--- config.mk ---
export PLATFORM = sky130hd
export DESIGN_NAME = stc_ctrl
export DESIGN_NICKNAME = d
export VERILOG_FILES = /design/src/core/stc_pkg.sv /design/src/core/stc_ctrl.sv /design/src/core/stc_sel_timer.sv
export SDC_FILE = /design/constraint.sdc
export NUM_CORES = 1
export LEC_CHECK = 0
export CAP_MARGIN = 20
export CORE_MARGIN = 8
export CORE_UTILIZATION = 50
export DETAILED_ROUTE_END_ITERATION = 12
export DONT_BUFFER_PORTS = 1
export GPL_ROUTABILITY_DRIVEN = 0
export SYNTH_ARGS = -nofsm -noshare
export SYNTH_HDL_FRONTEND = slang
export SYNTH_SLANG_ARGS = --single-unit
--- constraint.sdc ---
create_clock -name mclk -period 2.05 [get_ports mclk]
set_input_delay 0.3075 -clock mclk [delete_from_list [all_inputs] [get_ports mclk]]
set_output_delay 0.3075 -clock mclk [all_outputs]
set_load 0.005 [all_outputs]
--- src/core/stc_pkg.sv ---
// package: register map, field layout, timing and state types of the transfer/signal control bank
package stc_pkg;

  // ----------------------------------------------------------------
  // register indices (byte address = 4 * index)
  // ----------------------------------------------------------------
  localparam int PADDR_W = 12;
  localparam logic [9:0] IDX_XFER_CTL = 10'h342;
  localparam logic [9:0] IDX_BUS_SIG = 10'h343;
  localparam logic [9:0] IDX_RATE = 10'h344;
  localparam logic [9:0] IDX_MODE = 10'h3F0;
  localparam logic [9:0] IDX_STATUS = 10'h3F1;

  // ----------------------------------------------------------------
  // field positions and reset values
  // ----------------------------------------------------------------
  localparam int XC_DISCARD = 7;
  localparam int XC_WRAPEN = 6;
  localparam int XC_PARCHK = 5;
  localparam int XC_TOSEL_HI = 4;
  localparam int XC_TOSEL_LO = 3;
  localparam int XC_TIMER = 2;
  localparam int XC_ALIGN = 1;
  localparam logic [7:0] XC_WRITE_MASK = 8'hFE;
  localparam int SIG_CD = 7;
  localparam int SIG_IO = 6;
  localparam int SIG_MSG = 5;
  localparam int SIG_ATN = 4;
  localparam int SIG_SEL = 3;
  localparam int SIG_BSY = 2;
  localparam int SIG_REQ = 1;
  localparam int SIG_ACK = 0;
  localparam int RATE_PER_HI = 6;
  localparam int RATE_PER_LO = 4;
  localparam int RATE_OFS_HI = 3;
  localparam int MODE_TARGET = 0;
  localparam int MODE_RELEASE = 1;
  localparam int MODE_CLRATN = 2;
  localparam int ST_WRAP = 0;
  localparam int ST_SELECT_TIMEOUT_FLAG = 1;
  localparam int ST_PERR = 2;
  localparam int ST_PHASE = 3;
  localparam logic [7:0] REG_RESET = 8'h00;

  // ----------------------------------------------------------------
  // timing
  // ----------------------------------------------------------------
  localparam int CLK_PERIOD_NS = 10;
  localparam int MS_NS = 1000000;
  localparam int MS_CYCLES = MS_NS / CLK_PERIOD_NS;
  localparam int TICK_W = 17;
  localparam logic [8:0] SEL_TO_MS_00 = 9'h100;
  localparam logic [8:0] SEL_TO_MS_01 = 9'h080;
  localparam logic [8:0] SEL_TO_MS_10 = 9'h040;
  localparam logic [8:0] SEL_TO_MS_11 = 9'h020;
  localparam logic [3:0] SYNC_PERIOD_BASE = 4'h2;
  localparam logic [1:0] SYNC_PW_SHORT = 2'h1;
  localparam logic [1:0] SYNC_PW_LONG = 2'h2;

  // ----------------------------------------------------------------
  // carriers and state
  // ----------------------------------------------------------------
  typedef struct packed {
    logic psel;
    logic penable;
    logic pwrite;
    logic [PADDR_W-1:0] paddr;
    logic [31:0] pwdata;
  } stc_apb_req_t;

  typedef struct packed {
    logic [31:0] prdata;
    logic pready;
    logic pslverr;
  } stc_apb_rsp_t;

  typedef struct packed {
    logic [TICK_W-1:0] tickCnt;
    logic [8:0] msCnt;
    logic done;
    logic expired;
  } stc_timer_t;

  typedef struct packed {
    logic [7:0] xferCtl;
    logic [7:0] sigDrive;
    logic [6:0] rate;
    logic targetMode;
    logic releaseEn;
    logic wrapped;
    logic selTimeout;
    logic parityErr;
    logic phaseMismatch;
    logic [7:0] prdata;
    logic [7:0] lineMeta;
    logic [7:0] lineSync;
    logic rstMeta;
    logic rstSync;
    logic reqPrev;
    logic busFreePrev;
    logic alignPulse;
    logic [7:0] txData;
  } stc_state_t;

  // timeout code to limit in ms
  function automatic logic [8:0] stc_timeout_ms(input logic [1:0] code);
    case (code)
      2'h0: stc_timeout_ms = SEL_TO_MS_00;
      2'h1: stc_timeout_ms = SEL_TO_MS_01;
      2'h2: stc_timeout_ms = SEL_TO_MS_10;
      default: stc_timeout_ms = SEL_TO_MS_11;
    endcase
  endfunction

endpackage

--- src/core/stc_ctrl.sv ---
// module: transfer control, bus signal and rate register bank with APB access
module stc_ctrl #(
  parameter logic [stc_pkg::TICK_W-1:0] TICK_CYCLES = stc_pkg::TICK_W'(stc_pkg::MS_CYCLES)
) (
  // clock and reset
  input wire logic mclk,
  input wire logic sys_rst,
  // register bus
  input wire stc_pkg::stc_apb_req_t apbReq,
  output stc_pkg::stc_apb_rsp_t apbRsp,
  // scsi control lines, active low on the wire
  input wire logic [7:0] busLinesIn,
  output logic [7:0] busLinesOut,
  output logic [7:0] busLinesOe,
  input wire logic busRstIn,
  // sequencer
  input wire logic selSeqStart,
  input wire logic selSeqActive,
  input wire logic bsyReturned,
  // transfer counter
  input wire logic cntWrapEvt,
  output logic cntStopAtZero,
  // data path
  input wire logic inboundValid,
  output logic fifoWrEn,
  input wire logic [7:0] fifoRdData,
  output logic [7:0] txData,
  output logic discardActive,
  output logic alignHandshake,
  input wire logic parityErrIn,
  // synchronous rate
  output logic [3:0] syncPeriodCycles,
  output logic [1:0] syncPulseCycles,
  output logic [3:0] syncOffset,
  output logic asyncMode
);
  import stc_pkg::*;

  // ----------------------------------------------------------------
  // state
  // ----------------------------------------------------------------
  stc_state_t s_r;
  stc_state_t s_nxt;
  logic [9:0] regIdx;
  logic regHit;
  logic setupPh;
  logic accessPh;
  logic wrEn;
  logic [7:0] sense;
  logic busFree;
  logic busFreeEvt;
  logic reqRise;
  logic wrapAllowed;
  logic timerRun;
  logic timerExpired;
  logic sigWrite;

  // decode of the five mapped words
  function automatic logic isMapped(input logic [9:0] idx);
    isMapped = (idx == IDX_XFER_CTL) || (idx == IDX_BUS_SIG) || (idx == IDX_RATE) ||
               (idx == IDX_MODE) || (idx == IDX_STATUS);
  endfunction

  // mode word: bit0 target, bit1 timeout release, bit2 clear attention (never stored)
  // status word: bit0 wrapped, bit1 timeout, bit2 parity, bit3 phase mismatch;
  // status bits clear on a written one, but a hardware set in the same cycle wins
  // the rate word is write-only, so software must keep its own copy
  // read value of one register
  function automatic logic [7:0] readMux(input stc_state_t st, input logic [9:0] idx);
    readMux = REG_RESET;
    case (idx)
      IDX_XFER_CTL: readMux = st.xferCtl;
      IDX_BUS_SIG: readMux = st.lineSync;
      IDX_MODE: readMux = {6'h00, st.releaseEn, st.targetMode};
      IDX_STATUS: readMux = {4'h0, st.phaseMismatch, st.parityErr & st.xferCtl[XC_PARCHK],
                             st.selTimeout, st.wrapped};
      default: readMux = REG_RESET;
    endcase
  endfunction

  // ----------------------------------------------------------------
  // bus decode and line sense
  // ----------------------------------------------------------------
  assign regIdx = apbReq.paddr[PADDR_W-1:2];
  assign regHit = isMapped(regIdx);
  assign setupPh = apbReq.psel && !apbReq.penable;
  assign accessPh = apbReq.psel && apbReq.penable;
  assign wrEn = accessPh && apbReq.pwrite && regHit;
  assign sense = s_r.lineSync;
  // bus free: neither BSY nor SEL asserted by anyone
  assign busFree = !sense[SIG_BSY] && !sense[SIG_SEL];
  assign busFreeEvt = busFree && !s_r.busFreePrev;
  assign reqRise = sense[SIG_REQ] && !s_r.reqPrev;
  assign wrapAllowed = s_r.xferCtl[XC_WRAPEN] && s_r.targetMode;
  // the count pauses while the selected party holds BSY
  assign timerRun = s_r.xferCtl[XC_TIMER] && selSeqActive && !bsyReturned;
  // write strobe of the line control word, used by the checks below
  assign sigWrite = wrEn && (regIdx == IDX_BUS_SIG);

  // ----------------------------------------------------------------
  // selection timer
  // ----------------------------------------------------------------
  stc_sel_timer #(
    .TICK_CYCLES(TICK_CYCLES)
  ) u_timer (
    .mclk(mclk),
    .sys_rst(sys_rst),
    .restart(selSeqStart),
    .run(timerRun),
    .limitMs(stc_timeout_ms(s_r.xferCtl[XC_TOSEL_HI:XC_TOSEL_LO])),
    .expired(timerExpired)
  );

  // ----------------------------------------------------------------
  // next state: bus writes first, hardware events after so sets win
  // ----------------------------------------------------------------
  always_comb begin
    s_nxt = s_r;
    // two-stage synchronisers, lines inverted to asserted-high
    s_nxt.lineMeta = ~busLinesIn;
    s_nxt.lineSync = s_r.lineMeta;
    s_nxt.rstMeta = ~busRstIn;
    s_nxt.rstSync = s_r.rstMeta;
    s_nxt.reqPrev = sense[SIG_REQ];
    s_nxt.busFreePrev = busFree;
    s_nxt.alignPulse = 1'b0;
    // read data captured in setup so the access cycle answers from flops
    if (setupPh) begin
      s_nxt.prdata = readMux(s_r, regIdx);
    end
    if (wrEn) begin
      case (regIdx)
        IDX_XFER_CTL: begin
          s_nxt.xferCtl = apbReq.pwdata[7:0] & XC_WRITE_MASK;
          s_nxt.alignPulse = apbReq.pwdata[XC_ALIGN];
        end
        IDX_BUS_SIG: begin
          s_nxt.sigDrive[SIG_CD:SIG_MSG] = apbReq.pwdata[SIG_CD:SIG_MSG];
          s_nxt.sigDrive[SIG_SEL] = apbReq.pwdata[SIG_SEL];
          s_nxt.sigDrive[SIG_BSY] = apbReq.pwdata[SIG_BSY];
          s_nxt.sigDrive[SIG_REQ] = apbReq.pwdata[SIG_REQ];
          s_nxt.sigDrive[SIG_ACK] = apbReq.pwdata[SIG_ACK];
          // writing zero never drops attention; target writes are ignored
          if (!s_r.targetMode && apbReq.pwdata[SIG_ATN]) begin
            s_nxt.sigDrive[SIG_ATN] = 1'b1;
          end
        end
        IDX_RATE: s_nxt.rate = apbReq.pwdata[6:0];
        IDX_MODE: begin
          s_nxt.targetMode = apbReq.pwdata[MODE_TARGET];
          s_nxt.releaseEn = apbReq.pwdata[MODE_RELEASE];
          if (apbReq.pwdata[MODE_CLRATN]) begin
            s_nxt.sigDrive[SIG_ATN] = 1'b0;
          end
        end
        IDX_STATUS: begin
          // write one to clear
          if (apbReq.pwdata[ST_WRAP]) s_nxt.wrapped = 1'b0;
          if (apbReq.pwdata[ST_SELECT_TIMEOUT_FLAG]) s_nxt.selTimeout = 1'b0;
          if (apbReq.pwdata[ST_PERR]) s_nxt.parityErr = 1'b0;
          if (apbReq.pwdata[ST_PHASE]) s_nxt.phaseMismatch = 1'b0;
        end
        default: s_nxt.prdata = s_r.prdata;
      endcase
    end
    // bus free or bus reset wipes every written line control
    if (busFreeEvt || s_r.rstSync) begin
      s_nxt.sigDrive = REG_RESET;
    end
    // sequencer raises BSY at the start of a selection out
    if (selSeqStart) begin
      s_nxt.sigDrive[SIG_BSY] = 1'b1;
    end
    if (cntWrapEvt && wrapAllowed) begin
      s_nxt.wrapped = 1'b1;
    end
    if (parityErrIn && s_r.xferCtl[XC_PARCHK]) begin
      s_nxt.parityErr = 1'b1;
    end
    // timeout: flag always, drop SEL only when release is enabled
    if (timerExpired) begin
      s_nxt.selTimeout = 1'b1;
      if (s_r.releaseEn) begin
        s_nxt.sigDrive[SIG_SEL] = 1'b0;
      end
    end
    // initiator compares the bus phase with the expected one at each REQ
    if (!s_r.targetMode && reqRise &&
        (sense[SIG_CD:SIG_MSG] != s_r.sigDrive[SIG_CD:SIG_MSG])) begin
      s_nxt.phaseMismatch = 1'b1;
    end
    // discard mode sends zeros instead of FIFO data
    s_nxt.txData = discardActive ? 8'h00 : fifoRdData;
  end

  // hard reset clears everything, including line controls
  always_ff @(posedge mclk) begin
    if (sys_rst) begin
      s_r <= '0;
    end else begin
      s_r <= s_nxt;
    end
  end

  // ----------------------------------------------------------------
  // outputs
  // ----------------------------------------------------------------
  // read data comes from flops, so no wait state is ever needed
  // zero-wait slave; unmapped words answer with an error
  assign apbRsp.prdata = {24'h000000, s_r.prdata};
  assign apbRsp.pready = 1'b1;
  assign apbRsp.pslverr = accessPh && !regHit;

  // open-drain style: pull low while enabled
  assign busLinesOut = 8'h00;
  assign busLinesOe[SIG_CD] = s_r.targetMode && s_r.sigDrive[SIG_CD];
  assign busLinesOe[SIG_IO] = s_r.targetMode && s_r.sigDrive[SIG_IO];
  assign busLinesOe[SIG_MSG] = s_r.targetMode && s_r.sigDrive[SIG_MSG];
  assign busLinesOe[SIG_ATN] = !s_r.targetMode && s_r.sigDrive[SIG_ATN];
  assign busLinesOe[SIG_SEL] = s_r.sigDrive[SIG_SEL];
  assign busLinesOe[SIG_BSY] = s_r.sigDrive[SIG_BSY];
  assign busLinesOe[SIG_REQ] = s_r.targetMode && s_r.sigDrive[SIG_REQ];
  assign busLinesOe[SIG_ACK] = !s_r.targetMode && s_r.sigDrive[SIG_ACK];

  // discard ignores FIFO full, so inbound bytes are simply not written
  assign discardActive = s_r.xferCtl[XC_DISCARD] && !s_r.targetMode;
  assign fifoWrEn = inboundValid && !discardActive;
  assign txData = s_r.txData;
  assign cntStopAtZero = !wrapAllowed;
  assign alignHandshake = s_r.alignPulse;

  // period and pulse width in core clocks
  assign syncPeriodCycles = {1'b0, s_r.rate[RATE_PER_HI:RATE_PER_LO]} + SYNC_PERIOD_BASE;
  assign syncPulseCycles = (s_r.rate[RATE_PER_HI:RATE_PER_LO] < 3'h2) ?
                           SYNC_PW_SHORT : SYNC_PW_LONG;
  assign syncOffset = s_r.rate[RATE_OFS_HI:0];
  // offsets above eight are software's fault and are passed through as written
  assign asyncMode = (s_r.rate[RATE_OFS_HI:0] == 4'h0);
endmodule

--- src/core/stc_sel_timer.sv ---
// module: selection timer, millisecond prescaler and limit compare
module stc_sel_timer #(
  parameter logic [stc_pkg::TICK_W-1:0] TICK_CYCLES = stc_pkg::TICK_W'(stc_pkg::MS_CYCLES)
) (
  // clock and reset
  input wire logic mclk,
  input wire logic sys_rst,
  // control
  input wire logic restart,
  input wire logic run,
  input wire logic [8:0] limitMs,
  // result
  output logic expired
);
  import stc_pkg::*;

  stc_timer_t s_r;
  stc_timer_t s_nxt;

  // count ms while running; a fresh sequence always starts from zero
  always_comb begin
    s_nxt = s_r;
    s_nxt.expired = 1'b0;
    if (restart) begin
      s_nxt.tickCnt = '0;
      s_nxt.msCnt = 9'h000;
      s_nxt.done = 1'b0;
    end else if (run && !s_r.done) begin
      if (s_r.tickCnt == TICK_CYCLES - 1'b1) begin
        s_nxt.tickCnt = '0;
        s_nxt.msCnt = s_r.msCnt + 9'h001;
      end else begin
        s_nxt.tickCnt = s_r.tickCnt + 1'b1;
      end
      // one pulse per sequence, never repeated
      if (s_r.msCnt >= limitMs) begin
        s_nxt.expired = 1'b1;
        s_nxt.done = 1'b1;
      end
    end
  end

  // state register
  always_ff @(posedge mclk) begin
    if (sys_rst) begin
      s_r <= '0;
    end else begin
      s_r <= s_nxt;
    end
  end

  assign expired = s_r.expired;
endmodule
# After elaboration in Yosys (flattened, before gate mapping)
# Index checks and enable logic that the tools add are counted.
dict set report op_classes {
  muxes 26
  n_shift 0
  n_div 0
  n_reduce_logical 76
  n_mul 0
  n_eq_ne 12
  bitwise 6
  magnitude_cmp 2
  add_sub_neg 3
}
# operator n
set ops {}
lappend ops {{10-bit == test, second input constant} 5}
lappend ops {{8-bit one-hot mux with 4 select lines} 1}
lappend ops {{9-bit one-hot mux with 3 select lines} 1}
lappend ops {{2-bit nonzero test} 13}
lappend ops {{1-bit logical AND} 25}
lappend ops {{25-bit two-way mux} 1}
lappend ops {{17-bit by 1-bit adder with 17-bit output, second input constant} 1}
lappend ops {{17-bit == test, second input constant} 1}
lappend ops {{17-bit two-way mux} 1}
lappend ops {{8-bit two-way mux} 2}
lappend ops {{2-bit AND reduction} 7}
lappend ops {{1-bit two-way mux} 13}
lappend ops {{4-bit two-way mux} 3}
lappend ops {{3-bit AND reduction} 4}
lappend ops {{1-bit logical NOT} 11}
lappend ops {{9-bit by 1-bit adder with 9-bit output, second input constant} 1}
lappend ops {{9-bit greater-or-equal comparator} 1}
lappend ops {{8-bit inverter} 1}
lappend ops {{7-bit two-way mux} 1}
lappend ops {{3-bit nonzero test} 2}
lappend ops {{2-bit OR reduction} 3}
lappend ops {{3-bit OR reduction} 2}
lappend ops {{1-bit logical OR} 5}
lappend ops {{5-bit OR reduction} 1}
lappend ops {{other kinds (14)} 19}
dict set report totals {
  n_memories 0
  latchBits 0
  romBits 0
  word_cells 150
  regBits 93
  ramBits 0
}

# Longest topological paths before layout
dict set report depth {
  ltp_word 10
  depth_mapped 7
  depth_no_buf 6
}

# Cells and area by module
# Synthesis repeated with hierarchy kept, for this count alone.
dict set report hier_totals {
  cells_unflattened 516
  hier_area_um2 4709.5
}
# mod area_each_um2 instances cells_per_inst
set by_module_without_submodules {}
lappend by_module_without_submodules {stc_ctrl 3161.8 1 335}
lappend by_module_without_submodules {stc_sel_timer 1547.7 1 181}

# Least setup slack after synthesis
# No wires, ideal clock.
dict set report synth_timing {
  path_kind {input to register}
  start {in bsyReturned}
  end {reg u_timer.s_r[6] in the netlist's numbering}
  stages 7
  setup_time_ps 135
  setup_slack_ps 374
  n_path_buf 3
  required_time_ps 1915
  t_arrival_ps 1541
  cell_sequence {and4bb_1 buf_4 nand3_1 buf_2 clkbuf_1 o311ai_0 o41ai_1}
}
dict set report synth_via {
  elab_chain_len 4
}
# element line
set synth_rtl {}
lappend synth_rtl {{start: declaration} stc_ctrl.sv:19} ;# input wire logic bsyReturned,
lappend synth_rtl {{1-bit logical NOT} stc_ctrl.sv:96} ;# assign timerRun = s_r.xferCtl[XC_TIMER] && selSeqActive && !bsyReturned;
lappend synth_rtl {{1-bit logical AND} stc_ctrl.sv:96}
lappend synth_rtl {{1-bit logical AND} stc_sel_timer.sv:28} ;# end else if (run && !s_r.done) begin
lappend synth_rtl {{2-bit AND reduction (no line)} --}
lappend synth_rtl {{end signal: assignment} stc_sel_timer.sv:48} ;# s_r <= s_nxt;
lappend synth_rtl {{end: declaration} stc_sel_timer.sv:17} ;# stc_timer_t s_r;
# No other way between the ends.
# A chain may end at the register's enable or synchronous reset.

# Worst setup path in the final report
dict set report layout_timing {
  start {reg s_r[60] in the netlist's numbering}
  end {reg u_timer.s_r[27] in the netlist's numbering}
}
dict set report layout_via {
  elab_chain_len 3
}
# element line
set layout_rtl {}
lappend layout_rtl {{start: declaration} stc_ctrl.sv:42} ;# stc_state_t s_r;
lappend layout_rtl {{start signal: assignment} stc_ctrl.sv:201} ;# s_r <= s_nxt;
lappend layout_rtl {{1-bit logical AND (2 in a row)} stc_ctrl.sv:96}
lappend layout_rtl {{1-bit logical AND} stc_sel_timer.sv:28}
# No other way between the ends.

==> reports/qor.csv <==
stage,metric,value,unit
placed_design,DP Cell Count,590,
clock_network,H-tree depth,3,
worst_hold_path,hold crit path type,input pin to flop,
critical_path,Worst Setup End Kind,flop,
synthesis,count of different cell masters after synthesis,54,
sta,number of setup violations in the final report,0,
synthesis,post-synth top area share,41.25,%
grt,first-pass GRT wire length,17720,um
sta,Setup TNS,0,ps
synthesis,"top cells by area, synth","dfxtp_1 (41%), buf_4 (9.5%), nand3_1 (4.8%)",
grt,Total GRT Usage,17.19,%
sta,Max-slew headroom,32.75,%
final_layout,Finished Layout Cells,619,
placed_design,DP HPWL,7808,um
critical_path,critical path type,flop to flop,
power,LEAKAGE,1.703,nW
final_layout,layout cell share with drive strength beyond 1,7.045,%
synthesis,Netlist Area Pre-Place,4513,um2
sta,setup ws final,194.6,ps
routing,DR vias,3507,
grt,grt total ovfl,0,
routing,Antenna Nets Post-Route,0,
routing,# DRC,0,
sta,Final Skew,14.45,ps
sta,RSZ-0062 raised after global routing,no,
routing,final wirelength,10690,um
sta,"Slew Viols, Final",0,
die,IO Count,145,
synthesis,Yosys reg bits,93,
sta,Final min period,1855,ps
sta,Tightest Pin Transition,1005,ps
critical_path,worst-path fanout max,20,
placed_design,"worst slack, placed",244.2,ps
job,max-cap violation count,0,
clock_network,Clk Tree Root Cell,clkbuf_8,
critical_path,startpoint types,flop,
synthesis,Yosys warnings,0,
sta,Final Cycle Share,90.51,%
die,Die Y,111.0,um
final_layout,ant diodes,0,
status,status,completed,
synthesis,Avg Inst Size Synth,8.713,um2
grt,vias in the first global route,3508,
sta,f_max,539.0,MHz
final_layout,Post-Layout Inst Area,4671,um2
sta,Fin. Hold Viols,0,
power,"Power, Total",3.183,mW
routing,1st-iter DRT viols,242,
routing,drt via density,5.666,
grt,initial antenna violation count,0,
placed_design,Placed Area,4350,um2
synthesis,most frequent cell after synthesis,dfxtp_1,
synthesis,Mapped Cells,518,
synthesis,synth cell count leaders,"dfxtp_1 (93), buf_4 (57), nand3_1 (43), nor2_1 (33), nand2_1 (30)",
clock_network,total setup buffers inserted after CTS,0,
die,Cell Rows,34,
clock_network,CTS-repair resized insts,0,
critical_path,WP data arrival,2150,ps
clock_network,Clock Path Buffers,2,
die,Initial Utilization,51.75,%
synthesis,cell taking the most area after synthesis,dfxtp_1,
routing,DRT Pass-1 Iters,4,
power,VDD IR max,0.3839,mV
placed_design,PortBufs,0,
clock_network,total CTS buffers,9,
clock_network,clock-pin slew on the worst setup and hold paths,100,ps
final_layout,Nets,587,
routing,Routed WL per cell,17.27,um
grt,largest net degree at the start of global routing,27,
final_layout,P&R area growth vs syn,3.493,%
synthesis,sequential fraction of the synthesis area,41.25,%
clock_network,Worst-Skew Late Latency,370,ps
critical_path,Worst Path Required,2350,ps
synthesis,number of enable flip-flop cells after synthesis,0,
synthesis,share of flip-flops with an asynchronous set or reset,0,%
power,Power Dens Cells,681.5,nW/um2
die,core area,8721,um2
clock_network,CTS tree,yes,
die,die area,12320,um2
synthesis,commonest register cell after synthesis,dfxtp_1,
clock_network,clock sink count,93,
die,die width,111.0,um
final_layout,fillers,792,
clock_network,hold buffers post-CTS,13,
-- final cells by class --
| class | count | area, um2 | area share (%) |
|---|---|---|---|
| Multi-Input combinational cell | 364 | 2198 | 47.07 |
| Sequential cell | 93 | 1862 | 39.86 |
| Timing Repair Buffer | 26 | 240.2 | 5.143 |
| Tap cell | 108 | 135.1 | 2.893 |
| Clock buffer | 9 | 123.9 | 2.652 |
| Clock inverter | 7 | 66.31 | 1.420 |
| Inverter | 12 | 45.04 | 0.9644 |
-- final timing paths --
path | from | to | slack, ps | cells past startpoint
max | s_r[60] | u_timer.s_r[27] | 190 | 5
min | sys_rst | apbRsp[4] | 7 | 1
max reg2reg | s_r[60] | u_timer.s_r[27] | 190 | 5
min reg2reg | s_nxt[16] | sense[3] | 440 | 1
-- power by group --
| part | switching (mW) | internal, mW |
|---|---|---|
| Clock | 0.721 | 0.473 |
| Sequential | 0.0124 | 1.83 |
| Combinational | 0.0827 | 0.0594 |
| Total | 0.816 | 2.37 |
-- layer usage --
metal / up-vias / track usage (%) / routed length, um
met5: - / 0 / 0
met4: 0 / 6.036 / 166
met3: 15 / 4.167 / 672
met2: 120 / 26.83 / 4763
met1: 1643 / 22.46 / 5089
li1: 1729 / - / -
-- placed cells by master, fill, tap and decap left out, drive strengths merged, types with 5 or more instances in the layout --
master and count:
o21ai 25, nor3 5, buf 13, o31ai 5
xor2 6, nand4 12, and3 9, nand3 43
nor2 33, xnor2 6, and4 5, and2 15
nor4 6, a21oi 29, dlygate4sd3 13, inv 16
dfxtp 93, nand2 30, conb 33, ha 9
or3 8, nor2b 16, mux2i 15, clkbuf 9
-- critical path, cell delays in order, from the launching register on --
cell      delay (ps)
dfxtp_1          450
and4bb_1         340
nand3_1          100
buf_4            220
or4_1            520
a21oi_1          160
-- registers in the layout (all words and copies together) (netlist names) --
name	count
txData	8
alignHandshake	1
apbRsp	8
busLinesOe	2
u_timer.expired	1
s_r	25
u_timer.s_r	27
syncOffset	4
sense	8
s_nxt	9
-- per-stage QoR --
| step | util [%] | hold WS [ps] |
|---|---|---|
| after floorplan | - | 379.9 |
| after global placement | 49.89 | 379.9 |
| after detailed placement | 49.89 | 380.5 |
| after CTS | 53.56 | 1.519 |
| after global routing | 53.56 | 0.2284 |
| final | 53.56 | 6.913 |
-- cells by family after synthesis --
| family | count (synthesis) | share of synthesized area (%) |
|---|---|---|
| simple gates | 206 | 25.28 |
| flops | 93 | 41.25 |
| buf+inv | 92 | 12.61 |
| compound gates | 87 | 12.03 |
| mux | 17 | 3.826 |
| xor+xnor | 12 | 2.329 |
| fa+ha+maj | 9 | 2.495 |
| other cells | 2 | 0.1664 |
Note: power is estimated with default switching activity, not from simulation.
